`src/hw/amp_diag_params.svh`:
```
// Timing counts, field positions and reset values for the amplifier channel control block
// ----------------------------------------------------------------------------
// ----------------------------------------------------------------------------
`ifndef AMP_DIAG_PARAMS_SVH
`define AMP_DIAG_PARAMS_SVH

`define CLK_PERIOD_NS 20
`define RAMP_STEP_NS 10000
`define RAMP_STEP_CYC ((`RAMP_STEP_NS + `CLK_PERIOD_NS - 1) / `CLK_PERIOD_NS)
`define DIAG_PHASE_NS 50000
`define DIAG_PHASE_CYC ((`DIAG_PHASE_NS + `CLK_PERIOD_NS - 1) / `CLK_PERIOD_NS)
`define TWEET_PERIOD_NS 2000
`define TWEET_PERIOD_CYC ((`TWEET_PERIOD_NS + `CLK_PERIOD_NS - 1) / `CLK_PERIOD_NS)

`define RES_SHORT_GROUND 0
`define RES_SHORT_SUPPLY 1
`define RES_SHORTED_LOAD 2
`define RES_OPEN_LOAD 3

`define GAIN_CODE_RST 8'h00
`define CLIP_MODE_RST 2'h1
`define OFFSET_EN_RST 1'b1

`endif

```
`src/hw/amp_diag_pkg.sv`:
```
// Types shared by the amplifier channel control block
package amp_diag_pkg;

    typedef enum logic [4:0] {
        RS_HIZ  = 5'h01,
        RS_MUTE = 5'h02,
        RS_UP   = 5'h04,
        RS_PLAY = 5'h08,
        RS_DOWN = 5'h10
    } ramp_state_t;

    typedef enum logic [5:0] {
        DS_IDLE    = 6'h01,
        DS_SUPPLY  = 6'h02,
        DS_GROUND  = 6'h04,
        DS_SHORTED = 6'h08,
        DS_OPEN    = 6'h10,
        DS_DONE    = 6'h20
    } diag_state_t;

    typedef enum logic [1:0] {
        CM_CLIP  = 2'h0,
        CM_WARN  = 2'h1,
        CM_BOTH  = 2'h2,
        CM_TWEET = 2'h3
    } clip_mode_t;

    typedef enum logic [1:0] {
        GAIN_12DB = 2'h0,
        GAIN_20DB = 2'h1,
        GAIN_26DB = 2'h2,
        GAIN_32DB = 2'h3
    } gain_code_t;

endpackage

```
`src/hw/amp_gain_ramp.sv`:
```
// Per-channel gain ramp and output state sequencer
`include "amp_diag_params.svh"
`timescale 1ns/100ps
`default_nettype none

module amp_gain_ramp #(
    parameter int unsigned STEP_CYC = `RAMP_STEP_CYC,
    parameter int unsigned LEVEL_W = 6
) (
    input wire logic i_clk_sys,
    input wire logic i_arst_n,
    input wire logic i_play,
    input wire logic i_hiz_req,
    input wire logic i_fault,
    input wire logic i_hold_hiz,
    output logic o_hiz,
    output logic [LEVEL_W-1:0] o_level
);

    localparam logic [15:0] STEP_LAST = 16'(STEP_CYC - 1);
    localparam logic [LEVEL_W-1:0] LEVEL_TOP = '1;

    amp_diag_pkg::ramp_state_t state_q;
    amp_diag_pkg::ramp_state_t state_d;
    logic [15:0] step_cnt_q;
    logic step_tick;

    assign step_tick = (step_cnt_q == STEP_LAST);

    // ------------------------------------------------------------------------
    // State sequencing
    // ------------------------------------------------------------------------
    always_comb begin
        state_d = state_q;
        case (state_q)
            amp_diag_pkg::RS_HIZ: begin
                if (!i_hiz_req && !i_hold_hiz) begin
                    state_d = amp_diag_pkg::RS_MUTE;
                end
            end
            amp_diag_pkg::RS_MUTE: begin
                if (i_hiz_req) begin
                    state_d = amp_diag_pkg::RS_HIZ;
                end else if (i_play) begin
                    state_d = amp_diag_pkg::RS_UP;
                end
            end
            amp_diag_pkg::RS_UP: begin
                if (!i_play || i_hiz_req) begin
                    state_d = amp_diag_pkg::RS_DOWN;
                end else if (step_tick && o_level == LEVEL_TOP) begin
                    state_d = amp_diag_pkg::RS_PLAY;
                end
            end
            amp_diag_pkg::RS_PLAY: begin
                if (!i_play || i_hiz_req) begin
                    state_d = amp_diag_pkg::RS_DOWN;
                end
            end
            amp_diag_pkg::RS_DOWN: begin
                if (i_play && !i_hiz_req) begin
                    state_d = amp_diag_pkg::RS_UP;
                end else if (step_tick && o_level == '0) begin
                    state_d = amp_diag_pkg::RS_MUTE;
                end
            end
            default: begin
                state_d = amp_diag_pkg::RS_HIZ;
            end
        endcase
        if (i_fault) begin
            state_d = amp_diag_pkg::RS_HIZ;
        end
    end

    always_ff @(posedge i_clk_sys or negedge i_arst_n) begin
        if (!i_arst_n) begin
            state_q <= amp_diag_pkg::RS_HIZ;
            o_hiz <= 1'b1;
        end else begin
            state_q <= state_d;
            o_hiz <= (state_d == amp_diag_pkg::RS_HIZ);
        end
    end

    // ------------------------------------------------------------------------
    // Ramp step timer and gain level
    // ------------------------------------------------------------------------
    always_ff @(posedge i_clk_sys or negedge i_arst_n) begin
        if (!i_arst_n) begin
            step_cnt_q <= 16'h0000;
        end else if (step_tick || state_q == amp_diag_pkg::RS_HIZ) begin
            step_cnt_q <= 16'h0000;
        end else begin
            step_cnt_q <= step_cnt_q + 16'h0001;
        end
    end

    always_ff @(posedge i_clk_sys or negedge i_arst_n) begin
        if (!i_arst_n) begin
            o_level <= '0;
        end else if (i_fault || state_q == amp_diag_pkg::RS_HIZ) begin
            o_level <= '0;
        end else if (step_tick && state_q == amp_diag_pkg::RS_UP && o_level != LEVEL_TOP) begin
            o_level <= o_level + 1'b1;
        end else if (step_tick && state_q == amp_diag_pkg::RS_DOWN && o_level != '0) begin
            o_level <= o_level - 1'b1;
        end
    end

endmodule // amp_gain_ramp

`default_nettype wire

```
`src/hw/amp_channel_diag_control.sv`:
```
// Four-channel amplifier control: gain ramps, faults, load diagnostics, tweeter test
`include "amp_diag_params.svh"
`timescale 1ns/100ps
`default_nettype none

module amp_channel_diag_control #(
    parameter int unsigned NUM_CH = 4,
    parameter int unsigned LEVEL_W = 6,
    parameter int unsigned RAMP_STEP_CYC = `RAMP_STEP_CYC,
    parameter int unsigned DIAG_PHASE_CYC = `DIAG_PHASE_CYC,
    parameter int unsigned TWEET_PERIOD_CYC = `TWEET_PERIOD_CYC
) (
    input wire logic i_clk_sys,
    input wire logic i_arst_n,
    input wire logic [3:0] i_play_cmd,
    input wire logic [3:0] i_hiz_cmd,
    input wire logic [7:0] i_gain_sel,
    input wire logic i_offset_reduce_en,
    input wire logic [1:0] i_clip_mode,
    input wire logic i_overvoltage_fault,
    input wire logic i_undervoltage_fault,
    input wire logic i_overtemperature_fault,
    input wire logic [3:0] i_overcurrent_fault,
    input wire logic [3:0] i_dc_offset_fault,
    input wire logic i_diag_start,
    input wire logic [3:0] i_diag_ch_req,
    input wire logic [3:0] i_det_short_supply,
    input wire logic [3:0] i_det_short_ground,
    input wire logic [3:0] i_det_shorted_load,
    input wire logic [3:0] i_det_open_load,
    input wire logic i_tweet_start,
    input wire logic i_tweet_stop,
    input wire logic [1:0] i_tweet_ch,
    input wire logic [3:0] i_cycle_current_limiter,
    input wire logic [3:0] i_clip_detect,
    input wire logic i_overtemperature_warning,
    output logic [3:0] o_ch_hiz,
    output logic [23:0] o_ch_gain_level,
    output logic [7:0] o_gain_code,
    output logic o_offset_reduce_en,
    output logic o_diag_busy,
    output logic o_diag_full_level,
    output logic [15:0] o_diag_result,
    output logic o_tweet_active,
    output logic o_clip_warning_output
);

    localparam int unsigned SYNC_W = 36;
    localparam logic [15:0] PHASE_LAST = 16'(DIAG_PHASE_CYC - 1);
    localparam logic [15:0] TWEET_LAST = 16'(TWEET_PERIOD_CYC - 1);

    // ------------------------------------------------------------------------
    // Input synchronisers for analog comparators and fault detectors
    // ------------------------------------------------------------------------
    logic [SYNC_W-1:0] sync_meta_q;
    logic [SYNC_W-1:0] sync_q;
    logic [SYNC_W-1:0] sync_raw;

    assign sync_raw = {i_overvoltage_fault, i_undervoltage_fault, i_overtemperature_fault,
                       i_overcurrent_fault, i_dc_offset_fault, i_det_short_supply,
                       i_det_short_ground, i_det_shorted_load, i_det_open_load,
                       i_cycle_current_limiter, i_clip_detect, i_overtemperature_warning};

    always_ff @(posedge i_clk_sys or negedge i_arst_n) begin
        if (!i_arst_n) begin
            sync_meta_q <= '0;
            sync_q <= '0;
        end else begin
            sync_meta_q <= sync_raw;
            sync_q <= sync_meta_q;
        end
    end

    logic ov_s;
    logic uv_s;
    logic ot_s;
    logic [3:0] oc_s;
    logic [3:0] dc_s;
    logic [3:0] supply_s;
    logic [3:0] ground_s;
    logic [3:0] shorted_s;
    logic [3:0] open_s;
    logic [3:0] limiter_s;
    logic [3:0] clip_s;
    logic otw_s;

    assign {ov_s, uv_s, ot_s, oc_s, dc_s, supply_s, ground_s, shorted_s, open_s,
            limiter_s, clip_s, otw_s} = sync_q;

    // ------------------------------------------------------------------------
    // Gain and offset reduction settings
    // ------------------------------------------------------------------------
    always_ff @(posedge i_clk_sys or negedge i_arst_n) begin
        if (!i_arst_n) begin
            o_gain_code <= `GAIN_CODE_RST;
        end else begin
            o_gain_code <= i_gain_sel;
        end
    end

    always_ff @(posedge i_clk_sys or negedge i_arst_n) begin
        if (!i_arst_n) begin
            o_offset_reduce_en <= `OFFSET_EN_RST;
        end else begin
            o_offset_reduce_en <= i_offset_reduce_en;
        end
    end

    // ------------------------------------------------------------------------
    // Per-channel ramp sequencers
    // ------------------------------------------------------------------------
    logic [3:0] ch_fault;
    logic [3:0] diag_hold;

    assign ch_fault = {4{ov_s | uv_s | ot_s}} | oc_s | dc_s;

    for (genvar ch = 0; ch < NUM_CH; ch++) begin : g_ch
        amp_gain_ramp #(
            .STEP_CYC(RAMP_STEP_CYC),
            .LEVEL_W(LEVEL_W)
        ) u_ramp (
            .i_clk_sys(i_clk_sys),
            .i_arst_n(i_arst_n),
            .i_play(i_play_cmd[ch]),
            .i_hiz_req(i_hiz_cmd[ch]),
            .i_fault(ch_fault[ch]),
            .i_hold_hiz(diag_hold[ch]),
            .o_hiz(o_ch_hiz[ch]),
            .o_level(o_ch_gain_level[ch*LEVEL_W +: LEVEL_W])
        );
    end

    // ------------------------------------------------------------------------
    // Load diagnostic sequencer
    // ------------------------------------------------------------------------
    amp_diag_pkg::diag_state_t diag_state_q;
    logic [15:0] phase_cnt_q;
    logic [3:0] diag_ch_q;
    logic phase_end;
    logic diag_accept;
    logic [3:0] req_ok;

    assign req_ok = i_diag_ch_req & o_ch_hiz;
    assign diag_accept = i_diag_start && (diag_state_q == amp_diag_pkg::DS_IDLE)
                         && (req_ok != 4'h0) && !o_tweet_active;
    assign phase_end = (phase_cnt_q == PHASE_LAST);
    assign diag_hold = o_diag_busy ? diag_ch_q : 4'h0;

    always_ff @(posedge i_clk_sys or negedge i_arst_n) begin
        if (!i_arst_n) begin
            diag_state_q <= amp_diag_pkg::DS_IDLE;
        end else begin
            case (diag_state_q)
                amp_diag_pkg::DS_IDLE: begin
                    if (diag_accept) begin
                        diag_state_q <= amp_diag_pkg::DS_SUPPLY;
                    end
                end
                amp_diag_pkg::DS_SUPPLY: begin
                    if (phase_end) begin
                        diag_state_q <= amp_diag_pkg::DS_GROUND;
                    end
                end
                amp_diag_pkg::DS_GROUND: begin
                    if (phase_end && o_diag_full_level) begin
                        diag_state_q <= amp_diag_pkg::DS_SHORTED;
                    end else if (phase_end) begin
                        diag_state_q <= amp_diag_pkg::DS_DONE;
                    end
                end
                amp_diag_pkg::DS_SHORTED: begin
                    if (phase_end) begin
                        diag_state_q <= amp_diag_pkg::DS_OPEN;
                    end
                end
                amp_diag_pkg::DS_OPEN: begin
                    if (phase_end) begin
                        diag_state_q <= amp_diag_pkg::DS_DONE;
                    end
                end
                amp_diag_pkg::DS_DONE: begin
                    diag_state_q <= amp_diag_pkg::DS_IDLE;
                end
                default: begin
                    diag_state_q <= amp_diag_pkg::DS_IDLE;
                end
            endcase
        end
    end

    always_ff @(posedge i_clk_sys or negedge i_arst_n) begin
        if (!i_arst_n) begin
            phase_cnt_q <= 16'h0000;
        end else if (diag_state_q == amp_diag_pkg::DS_IDLE
                     || diag_state_q == amp_diag_pkg::DS_DONE || phase_end) begin
            phase_cnt_q <= 16'h0000;
        end else begin
            phase_cnt_q <= phase_cnt_q + 16'h0001;
        end
    end

    always_ff @(posedge i_clk_sys or negedge i_arst_n) begin
        if (!i_arst_n) begin
            diag_ch_q <= 4'h0;
            o_diag_full_level <= 1'b0;
        end else if (diag_accept) begin
            o_diag_full_level <= (o_ch_hiz == 4'hf);
            diag_ch_q <= (o_ch_hiz == 4'hf) ? 4'hf : req_ok;
        end
    end

    always_ff @(posedge i_clk_sys or negedge i_arst_n) begin
        if (!i_arst_n) begin
            o_diag_busy <= 1'b0;
        end else if (diag_accept) begin
            o_diag_busy <= 1'b1;
        end else if (diag_state_q == amp_diag_pkg::DS_DONE) begin
            o_diag_busy <= 1'b0;
        end
    end

    // Results clear at the start of a run and collect at each phase end
    always_ff @(posedge i_clk_sys or negedge i_arst_n) begin
        if (!i_arst_n) begin
            o_diag_result <= 16'h0000;
        end else if (diag_accept) begin
            o_diag_result <= 16'h0000;
        end else if (phase_end) begin
            for (int ch = 0; ch < 4; ch++) begin
                if (diag_ch_q[ch]) begin
                    case (diag_state_q)
                        amp_diag_pkg::DS_SUPPLY: begin
                            o_diag_result[ch*4 + `RES_SHORT_SUPPLY] <= supply_s[ch];
                        end
                        amp_diag_pkg::DS_GROUND: begin
                            o_diag_result[ch*4 + `RES_SHORT_GROUND] <= ground_s[ch];
                        end
                        amp_diag_pkg::DS_SHORTED: begin
                            o_diag_result[ch*4 + `RES_SHORTED_LOAD] <= shorted_s[ch];
                        end
                        amp_diag_pkg::DS_OPEN: begin
                            o_diag_result[ch*4 + `RES_OPEN_LOAD] <= open_s[ch];
                        end
                        default: begin
                        end
                    endcase
                end
            end
        end
    end

    // ------------------------------------------------------------------------
    // Tweeter detection pulse density
    // ------------------------------------------------------------------------
    logic [1:0] tweet_ch_q;
    logic [15:0] win_cnt_q;
    logic [15:0] hit_cnt_q;
    logic [15:0] duty_q;
    logic win_end;
    logic tweet_pulse;

    assign win_end = (win_cnt_q == TWEET_LAST);
    assign tweet_pulse = o_tweet_active && (win_cnt_q < duty_q);

    always_ff @(posedge i_clk_sys or negedge i_arst_n) begin
        if (!i_arst_n) begin
            o_tweet_active <= 1'b0;
            tweet_ch_q <= 2'h0;
        end else if (i_tweet_start && !o_diag_busy) begin
            o_tweet_active <= 1'b1;
            tweet_ch_q <= i_tweet_ch;
        end else if (i_tweet_stop) begin
            o_tweet_active <= 1'b0;
        end
    end

    always_ff @(posedge i_clk_sys or negedge i_arst_n) begin
        if (!i_arst_n) begin
            win_cnt_q <= 16'h0000;
        end else if (win_end || !o_tweet_active) begin
            win_cnt_q <= 16'h0000;
        end else begin
            win_cnt_q <= win_cnt_q + 16'h0001;
        end
    end

    always_ff @(posedge i_clk_sys or negedge i_arst_n) begin
        if (!i_arst_n) begin
            hit_cnt_q <= 16'h0000;
            duty_q <= 16'h0000;
        end else if (!o_tweet_active) begin
            hit_cnt_q <= 16'h0000;
            duty_q <= 16'h0000;
        end else if (win_end) begin
            duty_q <= hit_cnt_q + {15'h0000, limiter_s[tweet_ch_q]};
            hit_cnt_q <= 16'h0000;
        end else if (limiter_s[tweet_ch_q]) begin
            hit_cnt_q <= hit_cnt_q + 16'h0001;
        end
    end

    // ------------------------------------------------------------------------
    // Clip and warning output selector
    // ------------------------------------------------------------------------
    always_ff @(posedge i_clk_sys or negedge i_arst_n) begin
        if (!i_arst_n) begin
            o_clip_warning_output <= 1'b0;
        end else begin
            case (amp_diag_pkg::clip_mode_t'(i_clip_mode))
                amp_diag_pkg::CM_CLIP: begin
                    o_clip_warning_output <= |clip_s;
                end
                amp_diag_pkg::CM_WARN: begin
                    o_clip_warning_output <= otw_s;
                end
                amp_diag_pkg::CM_BOTH: begin
                    o_clip_warning_output <= (|clip_s) | otw_s;
                end
                amp_diag_pkg::CM_TWEET: begin
                    o_clip_warning_output <= tweet_pulse;
                end
                default: begin
                    o_clip_warning_output <= 1'b0;
                end
            endcase
        end
    end

endmodule // amp_channel_diag_control

`default_nettype wire

```
`config.mk`:
```
export PLATFORM = sky130hd
export DESIGN_NAME = amp_channel_diag_control
export DESIGN_NICKNAME = d
export VERILOG_FILES = /design/src/hw/amp_diag_pkg.sv /design/src/hw/amp_gain_ramp.sv /design/src/hw/amp_channel_diag_control.sv
export VERILOG_INCLUDE_DIRS = /design/src /design/src/hw
export SDC_FILE = /design/constraint.sdc
export NUM_CORES = 1
export LEC_CHECK = 0
export BUFFER_PORTS_ARGS = -buffer_cell sky130_fd_sc_hd__buf_2
export CORE_MARGIN = 2
export CORE_UTILIZATION = 40
export DETAILED_ROUTE_END_ITERATION = 7
export HOLD_SLACK_MARGIN = 0.06
export PLACE_DENSITY = 0.66
export SYNTH_ARGS = -nofsm -noshare
export SYNTH_HDL_FRONTEND = slang
export SYNTH_HIERARCHICAL = 1
export SYNTH_SLANG_ARGS = --single-unit
```
`constraint.sdc`:
```
create_clock -name i_clk_sys -period 6.8 [get_ports i_clk_sys]
set_clock_uncertainty 0.15 [all_clocks]
set_input_delay 0.68 -clock i_clk_sys [delete_from_list [all_inputs] [get_ports i_clk_sys]]
set_output_delay 0.68 -clock i_clk_sys [all_outputs]
set_load 0.005 [all_outputs]
```
# Yosys cells after proc, flatten, opt, wreduce, memory -nomap -nowiden
# Index checks and enable logic that the tools add are counted.
# W data, S select, Z words.
[word_totals] reg_bits=289 latch_bits=0 ramBits=0 romBits=0 input_bits=66 word_cells=334 n_memories=0
[classes] addsub=16 mul=0 n_div=0 order_cmp=2 n_eq_ne=53 shifts=0 n_mux=100 n_bitwise=6 reduce_logical=110
[ops] operator="$mux W16" n=13
[ops] operator="$mux W5" n=36
[ops] operator="$add A16 B1 Y16 const B" n=7
[ops] operator="$mux W6" n=17
[ops] operator="$pmux W5 S5" n=4
[ops] operator="$eq A16 B9 Y1 const B" n=4
[ops] operator="$reduce_and A3 Y1" n=17
[ops] operator="$eq A5 B1 Y1 const B" n=8
[ops] operator="$logic_and A1 B1 Y1" n=38
[ops] operator="$eq A6 B6 Y1 const B" n=5
[ops] operator="$pmux W6 S5" n=1
[ops] operator="$add A6 B1 Y6 const B" n=4
[ops] operator="$logic_not A6 Y1" n=4
[ops] operator="$mux W4" n=6
[ops] operator="$ne A6 B6 Y1 const B" n=4
[ops] operator="$reduce_bool A6 Y1" n=4
[ops] operator="$sub A6 B1 Y6 const B" n=4
[ops] operator="$reduce_bool A2 Y1" n=11
[ops] operator="$mux W1" n=21
[ops] operator="$eq A5 B2 Y1 const B" n=4
[ops] operator="$eq A5 B3 Y1 const B" n=4
[ops] operator="$eq A5 B4 Y1 const B" n=4
[ops] operator="$eq A5 B5 Y1 const B" n=4
[ops] operator="$add A16 B1 Y16" n=1
[ops] operator="other kinds (26)" n=62

# Longest topological paths before layout
# Gate-level depths: netlist (run 1).
[depth] depth_word=7 depth_mapped=12

# Hierarchy
# The synthesis (run 1) kept the hierarchy.
[by_module_without_submodules] mod="amp_channel_diag_control" n_inst=1 cells_each=671 area_each_um2=7509.7 seq_area_each_um2=4431.8
[by_module_without_submodules] mod="amp_gain_ramp at g_ch[0].u_ramp ..." n_inst=2 cells_each=180 area_each_um2=1732.9 seq_area_each_um2=703.2
[by_module_without_submodules] mod="amp_gain_ramp at g_ch[3].u_ramp" n_inst=1 cells_each=183 area_each_um2=1746.7 seq_area_each_um2=703.2
[by_module_without_submodules] mod="amp_gain_ramp at g_ch[2].u_ramp" n_inst=1 cells_each=180 area_each_um2=1687.9 seq_area_each_um2=703.2

# Worst setup path before layout (run 1)
# Ideal clock, no wire load.
[synth_path] path_kind="register -> register" start="register g_ch[0].u_ramp.step_cnt_q[0]" end="register g_ch[0].u_ramp.o_level[5]" arrival_time_ns=2.760 required_time_ns=6.522 slack_ns=3.763 stages_incl_launch_ff=11 cell_sequence="dfrtp_1 -> ha_1 -> nor4b_4 -> nand4_4 -> or3_4 -> ha_1 -> a211oi_1 -> o21bai_1 -> a21oi_1 -> mux2i_1 -> mux2_1"
[synth_between] elab_chain_len=5
[synth_rtl] element="start, declared" line_no="amp_gain_ramp.sv:25" source="logic [15:0] step_cnt_q;"
[synth_rtl] element="start signal, assigned" line_no="amp_gain_ramp.sv:95" source="step_cnt_q <= step_cnt_q + 16'h0001;"
[synth_rtl] element="$eq A16 B9 Y1 *" line_no="amp_gain_ramp.sv:28" source="assign step_tick = (step_cnt_q == STEP_LAST);"
[synth_rtl] element="$logic_and A1 B1 Y1 (2 in series)" line_no="amp_gain_ramp.sv:104" source="end else if (step_tick && state_q == amp_diag_pkg::RS_UP && o_level != LEVEL_TOP) begin"
[synth_rtl] element="$mux W6" line_no="amp_gain_ramp.sv:104"
[synth_rtl] element="$mux W6" line_no="amp_gain_ramp.sv:102" source="end else if (i_fault || state_q == amp_diag_pkg::RS_HIZ) begin"
[synth_rtl] element="end signal, assigned" line_no="amp_gain_ramp.sv:105" source="o_level <= o_level + 1'b1;"
[synth_rtl] element="end signal, assigned" line_no="amp_gain_ramp.sv:107" source="o_level <= o_level - 1'b1;"
[synth_rtl] element="end, declared" line_no="amp_gain_ramp.sv:17" source="output logic [LEVEL_W-1:0] o_level"
# Mark *: on every way between the ends. The rest lies on a longest branch, timed or not.
# A chain may end at the register's enable or synchronous reset.

# Final worst setup path (run 1)
[layout_path] start="register g_ch[1].u_ramp.step_cnt_q[0]" end="register g_ch[1].u_ramp.o_level[5]"
[layout_between] elab_chain_len=5
[layout_rtl] element="start, declared" line_no="amp_gain_ramp.sv:25"
[layout_rtl] element="start signal, assigned" line_no="amp_gain_ramp.sv:95"
[layout_rtl] element="$eq A16 B9 Y1 *" line_no="amp_gain_ramp.sv:28"
[layout_rtl] element="$logic_and A1 B1 Y1 (2 in series)" line_no="amp_gain_ramp.sv:104"
[layout_rtl] element="$mux W6" line_no="amp_gain_ramp.sv:104"
[layout_rtl] element="$mux W6" line_no="amp_gain_ramp.sv:102"
[layout_rtl] element="end signal, assigned" line_no="amp_gain_ramp.sv:105"
[layout_rtl] element="end signal, assigned" line_no="amp_gain_ramp.sv:107"
[layout_rtl] element="end, declared" line_no="amp_gain_ramp.sv:17"
# Marks and branches as above.

==> results.sh, run 1 <==
export IMPL_status="finished clean"
export IMPL_finalWorstSetupSlack_ns=3.49
export IMPL_fin_crit_ns=3.31
export IMPL_syn_mean_instance_area_um2=10.3
export IMPL_setup_violations=0
export IMPL_grt_pass1_vias=10500
export IMPL_cts_resized=0
export IMPL_num_fill_cells=3246
export IMPL_reg2reg_from="g_ch[1].u_ramp/step_cnt_q[0]$_DFF_PN0_"
export IMPL_fmax_mhz=302
export IMPL_whs_ns=0.0524
export IMPL_antenna_found_initial=0
export IMPL_stdcell_area_mm2=0.0167
export IMPL_grt_use_total_pct=16.1
export IMPL_ioPinCount=123
export IMPL_postSynthNetCount=1504
export IMPL_p_int_mw=2.85
export IMPL_rrSetupSlack_ns=3.49
export IMPL_p_clk_share_pct=45.5
export IMPL_htree_levels=1
export IMPL_gp_congestion=0.824
export IMPL_numCtsBuffers=31
export IMPL_seq_area_frac_synth_pct=50.3
export IMPL_grt_max_degree=111
export IMPL_synth_warnings=6
export IMPL_final_common_cell="dfrtp_1"
export IMPL_ir_worst_vdd_v=0.000193
export IMPL_dpl_hpwl_um=20900
export IMPL_drc=0
export IMPL_drive_gt1_share_pct=16.1
export IMPL_dpl_worst_slack_ns=3.51
export IMPL_clockRootBuffer="clkbuf_16"
export IMPL_clk_pin_slew_ns=0.06
export IMPL_synth_top_area_cell="dfrtp_1"
export IMPL_ys_seq_elements=289
export IMPL_crit_arrival_ns=3.60
export IMPL_rsz0062_at_grt="false"
export IMPL_cp_start_kind="flip-flop"
export IMPL_path_max_fanout=6
export IMPL_final_cell_mix="279 x dfrtp_1, 143 x nor2_1, 121 x buf_2, 93 x nand2_1, 84 x o21ai_0"
export IMPL_synth_top_cell_area_share_pct=48.5
export IMPL_core_region_area_mm2=0.0355
export IMPL_synth_distinct_cells=80
export IMPL_syn_area_mm2=0.0144
export IMPL_dieArea_mm2=0.0376
export IMPL_post_drt_wl_per_cell_um=15.0
export IMPL_portBuffers=122
export IMPL_die_y_um=194
export IMPL_hold_violations=0
export IMPL_vias_per_cell=5.25
export IMPL_diodes=0
export IMPL_synth_top_flop_cell="dfrtp_1"
export IMPL_cts_tree="yes"
export IMPL_synth_edff_count=0
export IMPL_post_dp_cell_area_mm2=0.0154
export IMPL_grt_overflow_total=0
export IMPL_maxSlewHeadroom_pct=27.4
export IMPL_seqPwrFrac_pct=48.3
export IMPL_grt_pass1_wl_um=51900
export IMPL_drt_initial_drc_count=659
export IMPL_combPwrFrac_pct=6.2
export IMPL_slew_violations=0
export IMPL_drt_wl_total_um=30300
export IMPL_p_per_area_mw_per_mm2=223
export IMPL_antenna_left=0
export IMPL_die_w_um=194
export IMPL_r2r_cells=10
export IMPL_switching_share_pct=23.4
export IMPL_required_ns=7.09
export IMPL_r2r_end="g_ch[1].u_ramp/o_level[5]$_DFFE_PN0P_"
export IMPL_syn_to_final_growth_pct=15.6
export IMPL_leakagePower_nw=7.05
export IMPL_holdCritPathClass="in -> async"
export IMPL_insertion_delay_ns=0.56
export IMPL_cap_violations=0
export IMPL_fin_tns_setup_ns=0
export IMPL_cts_sinks=289
export IMPL_initial_core_util_pct=40.6
export IMPL_nets=1640
export IMPL_synth_cells=1394
export IMPL_vias=10600
export IMPL_rows=69
export IMPL_worst_pin_slew_ns=1.09
export IMPL_async_reset_ff_share_pct=100
export IMPL_finalCritPeriodShare_pct=48.6
export IMPL_synth_area_leaders="dfrtp_1 48%, xor2_1 3.9%, nor2_1 3.7%"
export IMPL_drt_pass1_iterations=4
export IMPL_crit_type="reg -> reg"
export IMPL_cts_buffer_depth=3
export IMPL_power_switching_mw=0.869
export IMPL_crit_path_end_kind="flip-flop"
stage by stage:
step	utilization [%]	power, mW	cells
after floorplan	-	1.95	1394
after global placement	43.4	2.05	1933
after detailed placement	43.4	2.05	1933
after CTS	46.9	3.78	2013
after global routing	47.0	3.88	2015
final	47.0	3.72	2015
worst max-delay path, stage by stage (launching register included):
cell      delay (ns)
dfrtp_1         0.42
ha_1            0.30
nor4b_4         0.31
nand4_4         0.18
or3_4           0.41
ha_1            0.32
a211oi_1        0.28
o21bai_1        0.12
a21oi_1         0.18
mux2i_1         0.21
mux2_1          0.33
registers in the layout (all words and copies together) (netlist names), 8 cells and up:
signal / count
duty_q: 16
g_ch.u_ramp/step_cnt_q: 64
o_diag_result: 16
g_ch.u_ramp/o_level: 24
g_ch.u_ramp/state_q: 20
win_cnt_q: 16
phase_cnt_q: 16
o_gain_code: 8
sync_q: 36
hit_cnt_q: 16
sync_meta_q: 36
metal layers:
metal	vias up	global-route usage [%]	wire (um)
li1	5212	-	-
met3	36	2.64	1290
met5	-	0	0
met4	0	4.50	682
met1	5138	22.7	14500
met2	198	25.8	13800
what timing repair did:
item / CTS / global route
setup buffers: 0 / 0
hold buffers: 23 / 2
endpoints found under the hold margin: 23 / 2
cell type report:
cell class                      instances  area, um2  share of cell area (%)
Sequential cell                       289       7240                    43.5
Multi-Input combinational cell       1001       6690                    40.2
Timing Repair Buffer                  150        906                    5.44
Clock buffer                           41        863                    5.18
Tap cell                              461        577                    3.46
Inverter                               57        214                    1.28
Clock inverter                         16        169                    1.01
synth_stat cells (6+ instances only):
cell and instances:
nand4b_1 8, ha_1 40, clkbuf_1 20, nor2b_1 12, nand2_1 93, o21ai_0 84
o21bai_1 6, and4_1 12, nor4_1 18, a21oi_1 60, nor2_1 143, mux2i_1 30
nand2b_1 26, or4_1 8, inv_1 53, nor3_1 57, buf_2 13, buf_4 10
xnor2_1 48, dfstp_2 10, or3_1 16, o21ai_1 8, and2_1 9, or3_4 6
nand4_1 32, a21o_1 10, and3_1 35, a31o_2 6, a211oi_1 15, xor2_1 64
dfrtp_1 279, o211ai_1 10, nand3_1 46
power by group through the flow:
stage / combinational [mW] / clock, mW / sequential (mW)
after floorplan: 0.130 / 0 / 1.82
after global placement: 0.225 / 0 / 1.82
after detailed placement: 0.226 / 0 / 1.83
after CTS: 0.237 / 1.75 / 1.80
after global routing: 0.267 / 1.82 / 1.80
final: 0.231 / 1.69 / 1.80
how the worst max path moves through the flow:
stage	from	end	cells past startpoint
2_1_floorplan	g_ch[0].u_ramp/step_cnt_q[0]$_DFF_PN0_	g_ch[0].u_ramp/o_level[5]$_DFFE_PN0P_	10
3_3_place_gp	g_ch[1].u_ramp/step_cnt_q[0]$_DFF_PN0_	g_ch[1].u_ramp/o_level[5]$_DFFE_PN0P_	10
3_5_place_dp	g_ch[0].u_ramp/step_cnt_q[0]$_DFF_PN0_	g_ch[0].u_ramp/o_level[5]$_DFFE_PN0P_	10
4_1_cts	g_ch[1].u_ramp/step_cnt_q[0]$_DFF_PN0_	g_ch[1].u_ramp/o_level[5]$_DFFE_PN0P_	10
5_1_grt	g_ch[1].u_ramp/step_cnt_q[0]$_DFF_PN0_	g_ch[1].u_ramp/o_level[5]$_DFFE_PN0P_	10
6_report	g_ch[1].u_ramp/step_cnt_q[0]$_DFF_PN0_	g_ch[1].u_ramp/o_level[5]$_DFFE_PN0P_	10
cell families after synthesis:
logic type | Yosys count | share of synthesized area, %
adder cells (fa/ha/maj) | 44 | 4.03
multiplexers | 37 | 2.71
flip-flops | 289 | 50.3
buffers and inverters | 104 | 3.29
AO/OA/AOI/OAI | 245 | 10.9
AND/OR/NAND/NOR | 563 | 22.0
XOR/XNOR | 112 | 6.81
Note: power is estimated with default switching activity, not from simulation.
==> inputs of run 2 (changes only) <==
--- a/config.mk
+++ b/config.mk
@@ -6,6 +6,7 @@
 export SDC_FILE = /design/constraint.sdc
 export NUM_CORES = 1
 export LEC_CHECK = 0
+export ABC_AREA = 1
 export BUFFER_PORTS_ARGS = -buffer_cell sky130_fd_sc_hd__buf_2
 export CORE_MARGIN = 2
 export CORE_UTILIZATION = 40
==> constraint.sdc (replaced) <==
create_clock -name i_clk_sys -period 3.4 [get_ports i_clk_sys]
set_clock_uncertainty 0.15 [all_clocks]
set_input_delay 0.34 -clock i_clk_sys [delete_from_list [all_inputs] [get_ports i_clk_sys]]
set_output_delay 0.34 -clock i_clk_sys [all_outputs]
set_load 0.005 [all_outputs]
==> results.sh, run 2 <==
export IMPL_status="finished clean"
export IMPL_fmax_mhz=387
export IMPL_antenna_left=0
export IMPL_setup_violations=0
export IMPL_insertion_delay_ns=0.53
export IMPL_drt_initial_drc_count=878
export IMPL_rsz0062_at_grt="false"
export IMPL_required_ns=3.68
export IMPL_synth_compound_area_share_pct=8.71
export IMPL_syn_to_final_growth_pct=21.9
export IMPL_wl_met3_um=1510
export IMPL_synth_cells=1768
export IMPL_synth_top_area_cell="dfrtp_1"
export IMPL_gp_congestion=0.878
export IMPL_drive_gt1_share_pct=14.0
export IMPL_crit_path_end_kind="flip-flop"
export IMPL_synth_common_cells="396 x nand2_1, 279 x dfrtp_1, 236 x inv_1, 229 x nor2_1, 72 x nand3_1"
export IMPL_dpl_hpwl_um=24600
export IMPL_final_common_cell="nand2_1"
export IMPL_yosys_mux_area_fraction_pct=0
export IMPL_async_reset_ff_share_pct=100
export IMPL_ys_seq_elements=289
export IMPL_ioPinCount=123
export IMPL_synth_most_common_cell="nand2_1"
export IMPL_vias_per_cell=4.97
export IMPL_seq_area_frac_synth_pct=49.3
export IMPL_crit_type="reg -> reg"
export IMPL_wl_met1_um=15300
export IMPL_cp_start_kind="flip-flop"
export IMPL_hold_violations=0
export IMPL_leakagePower_nw=8.36
export IMPL_cts_tree="yes"
export IMPL_clk_pin_slew_ns=0.06
export IMPL_slew_violations=0
export IMPL_grt_max_degree=93
export IMPL_synth_warnings=6
export IMPL_worst_pin_slew_ns=0.814
export IMPL_synth_adder_area_share_pct=3.95
export IMPL_portBuffers=122
export IMPL_largest_reg_flops=64
export IMPL_dieArea_mm2=0.0383
export IMPL_synth_edff_count=0
export IMPL_maxSlewHeadroom_pct=45.8
export IMPL_synth_area_leaders="dfrtp_1 48%, nand2_1 10%, inv_1 6.0%"
export IMPL_cts_buffer_depth=3
export IMPL_syn_area_mm2=0.0147
export IMPL_post_drt_wl_per_cell_um=13.8
export IMPL_vias=12400
export IMPL_fin_tns_setup_ns=0
export IMPL_highest_layer="met4"
export IMPL_cts_sinks=289
export IMPL_power_mw=8.49
export IMPL_grt_use_total_pct=18.7
export IMPL_reg_top3="g_ch.u_ramp/step_cnt_q (64), sync_meta_q (36), sync_q (36)"
export IMPL_synth_top_cell_area_share_pct=47.5
export IMPL_numCtsBuffers=35
export IMPL_route_met2_wl_um=16800
export IMPL_final_cell_mix="396 x nand2_1, 279 x dfrtp_1, 236 x inv_1, 229 x nor2_1, 121 x buf_2"
export IMPL_die_w_um=196
export IMPL_initial_core_util_pct=40.4
export IMPL_top_register="g_ch.u_ramp/step_cnt_q"
export IMPL_synth_distinct_cells=48
export IMPL_syn_mean_instance_area_um2=8.31
export IMPL_grt_overflow_total=0
export IMPL_holdCritPathClass="reg -> reg"
export IMPL_grt_pass1_vias=12300
export IMPL_synth_top_flop_cell="dfrtp_1"
export IMPL_die_y_um=196
export IMPL_fin_crit_ns=2.58
export IMPL_htree_levels=2
export IMPL_antenna_found_initial=0
export IMPL_grt_pass1_wl_um=59000
export IMPL_p_per_area_mw_per_mm2=474
export IMPL_synth_top_family_by_area="simple AND/OR/NAND/NOR gates"
export IMPL_clockRootBuffer="clkbuf_16"
export IMPL_num_fill_cells=3396
export IMPL_postSynthNetCount=1878
export IMPL_synth_xor_area_share_pct=2.56
export IMPL_diodes=0
export IMPL_nets=2106
export IMPL_crit_arrival_ns=2.86
export IMPL_finalCritPeriodShare_pct=76.0
export IMPL_path_max_fanout=7
export IMPL_rows=70
export IMPL_dpl_worst_slack_ns=0.865
export IMPL_cap_violations=0
export IMPL_synth_simple_area_share_pct=28.6
export IMPL_drt_pass1_iterations=5
export IMPL_finalWorstSetupSlack_ns=0.815
export IMPL_ir_worst_vdd_v=0.000348
export IMPL_drt_wl_total_um=34400
export IMPL_drc=0
export IMPL_core_region_area_mm2=0.0363
## run 2: report_power, final
group	switching (mW)	internal, mW
combinational	0.475	0.299
sequential	0.0941	3.62
clock	1.49	2.52
total	2.06	6.43
## run 2: kinds of logic after synthesis
logic type,after synthesis
simple gates,912
flops,289
buf+inv,260
compound gates,220
fa+ha+maj,44
xor+xnor,43
## run 2: cell type report
class	count	area [um2]	share of cell area, %
Sequential cell	289	7240	40.5
Multi-Input combinational cell	1219	6440	36.0
Timing Repair Buffer	206	1470	8.22
Clock buffer	45	985	5.50
Inverter	245	920	5.14
Tap cell	468	586	3.27
Clock inverter	17	262	1.46
## run 2: routing by layer
layer	up-vias	global-route usage (%)
li1	6208	-
met1	5839	24.0
met2	257	31.9
met3	58	3.59
met4	0	5.65
met5	-	0
## run 2: stage by stage
step | instance area, um2 | cells | hold slack [ns] | utilization (%)
3_5_place_dp | 15900 | 2349 | 0.185 | 43.7
6_report | 17900 | 2489 | 0.194 | 49.3
4_1_cts | 17900 | 2489 | 0.198 | 49.3
2_1_floorplan | 14700 | 1768 | -0.106 | -
3_3_place_gp | 15900 | 2349 | 0.183 | 43.7
5_1_grt | 17900 | 2489 | 0.201 | 49.3
## run 2: final timing paths
path                                                        start                                      end  slack [ns]  cells after the start
setup reg to reg           g_ch[2].u_ramp/step_cnt_q[0]$_DFF_PN0_    g_ch[2].u_ramp/o_level[3]$_DFFE_PN0P_        0.82                     12
setup / recovery           g_ch[2].u_ramp/step_cnt_q[0]$_DFF_PN0_    g_ch[2].u_ramp/o_level[3]$_DFFE_PN0P_        0.82                     12
max in group asynchronous                                i_arst_n      g_ch[1].u_ramp/state_q[0]$_DFF_PN1_        1.91                      3
hold reg to reg                         sync_meta_q[21]$_DFF_PN0_                     sync_q[21]$_DFF_PN0_        0.19                      0
hold / removal                          sync_meta_q[21]$_DFF_PN0_                     sync_q[21]$_DFF_PN0_        0.19                      0
min in group asynchronous                                i_arst_n  g_ch[1].u_ramp/step_cnt_q[15]$_DFF_PN0_        0.24                      2
## run 2: timing repair
action / 4_1_cts / 5_1_grt
gates resized for setup: 0 / 0
hold buffers: 78 / 0
setup buffers: 0 / 0
hold endpoints to repair: 145 / 0
## run 2: worst max-delay path, stage by stage, from the launching register on
cell and delay, ns:
dfrtp_1 0.37, ha_1 0.24, nand2_1 0.08, nor2_1 0.11
nand2_2 0.10, nor2_8 0.16, nand2_4 0.11, ha_1 0.36
a21oi_1 0.22, o21ai_0 0.14, or2_2 0.29, nand3_1 0.08
nand2_1 0.05
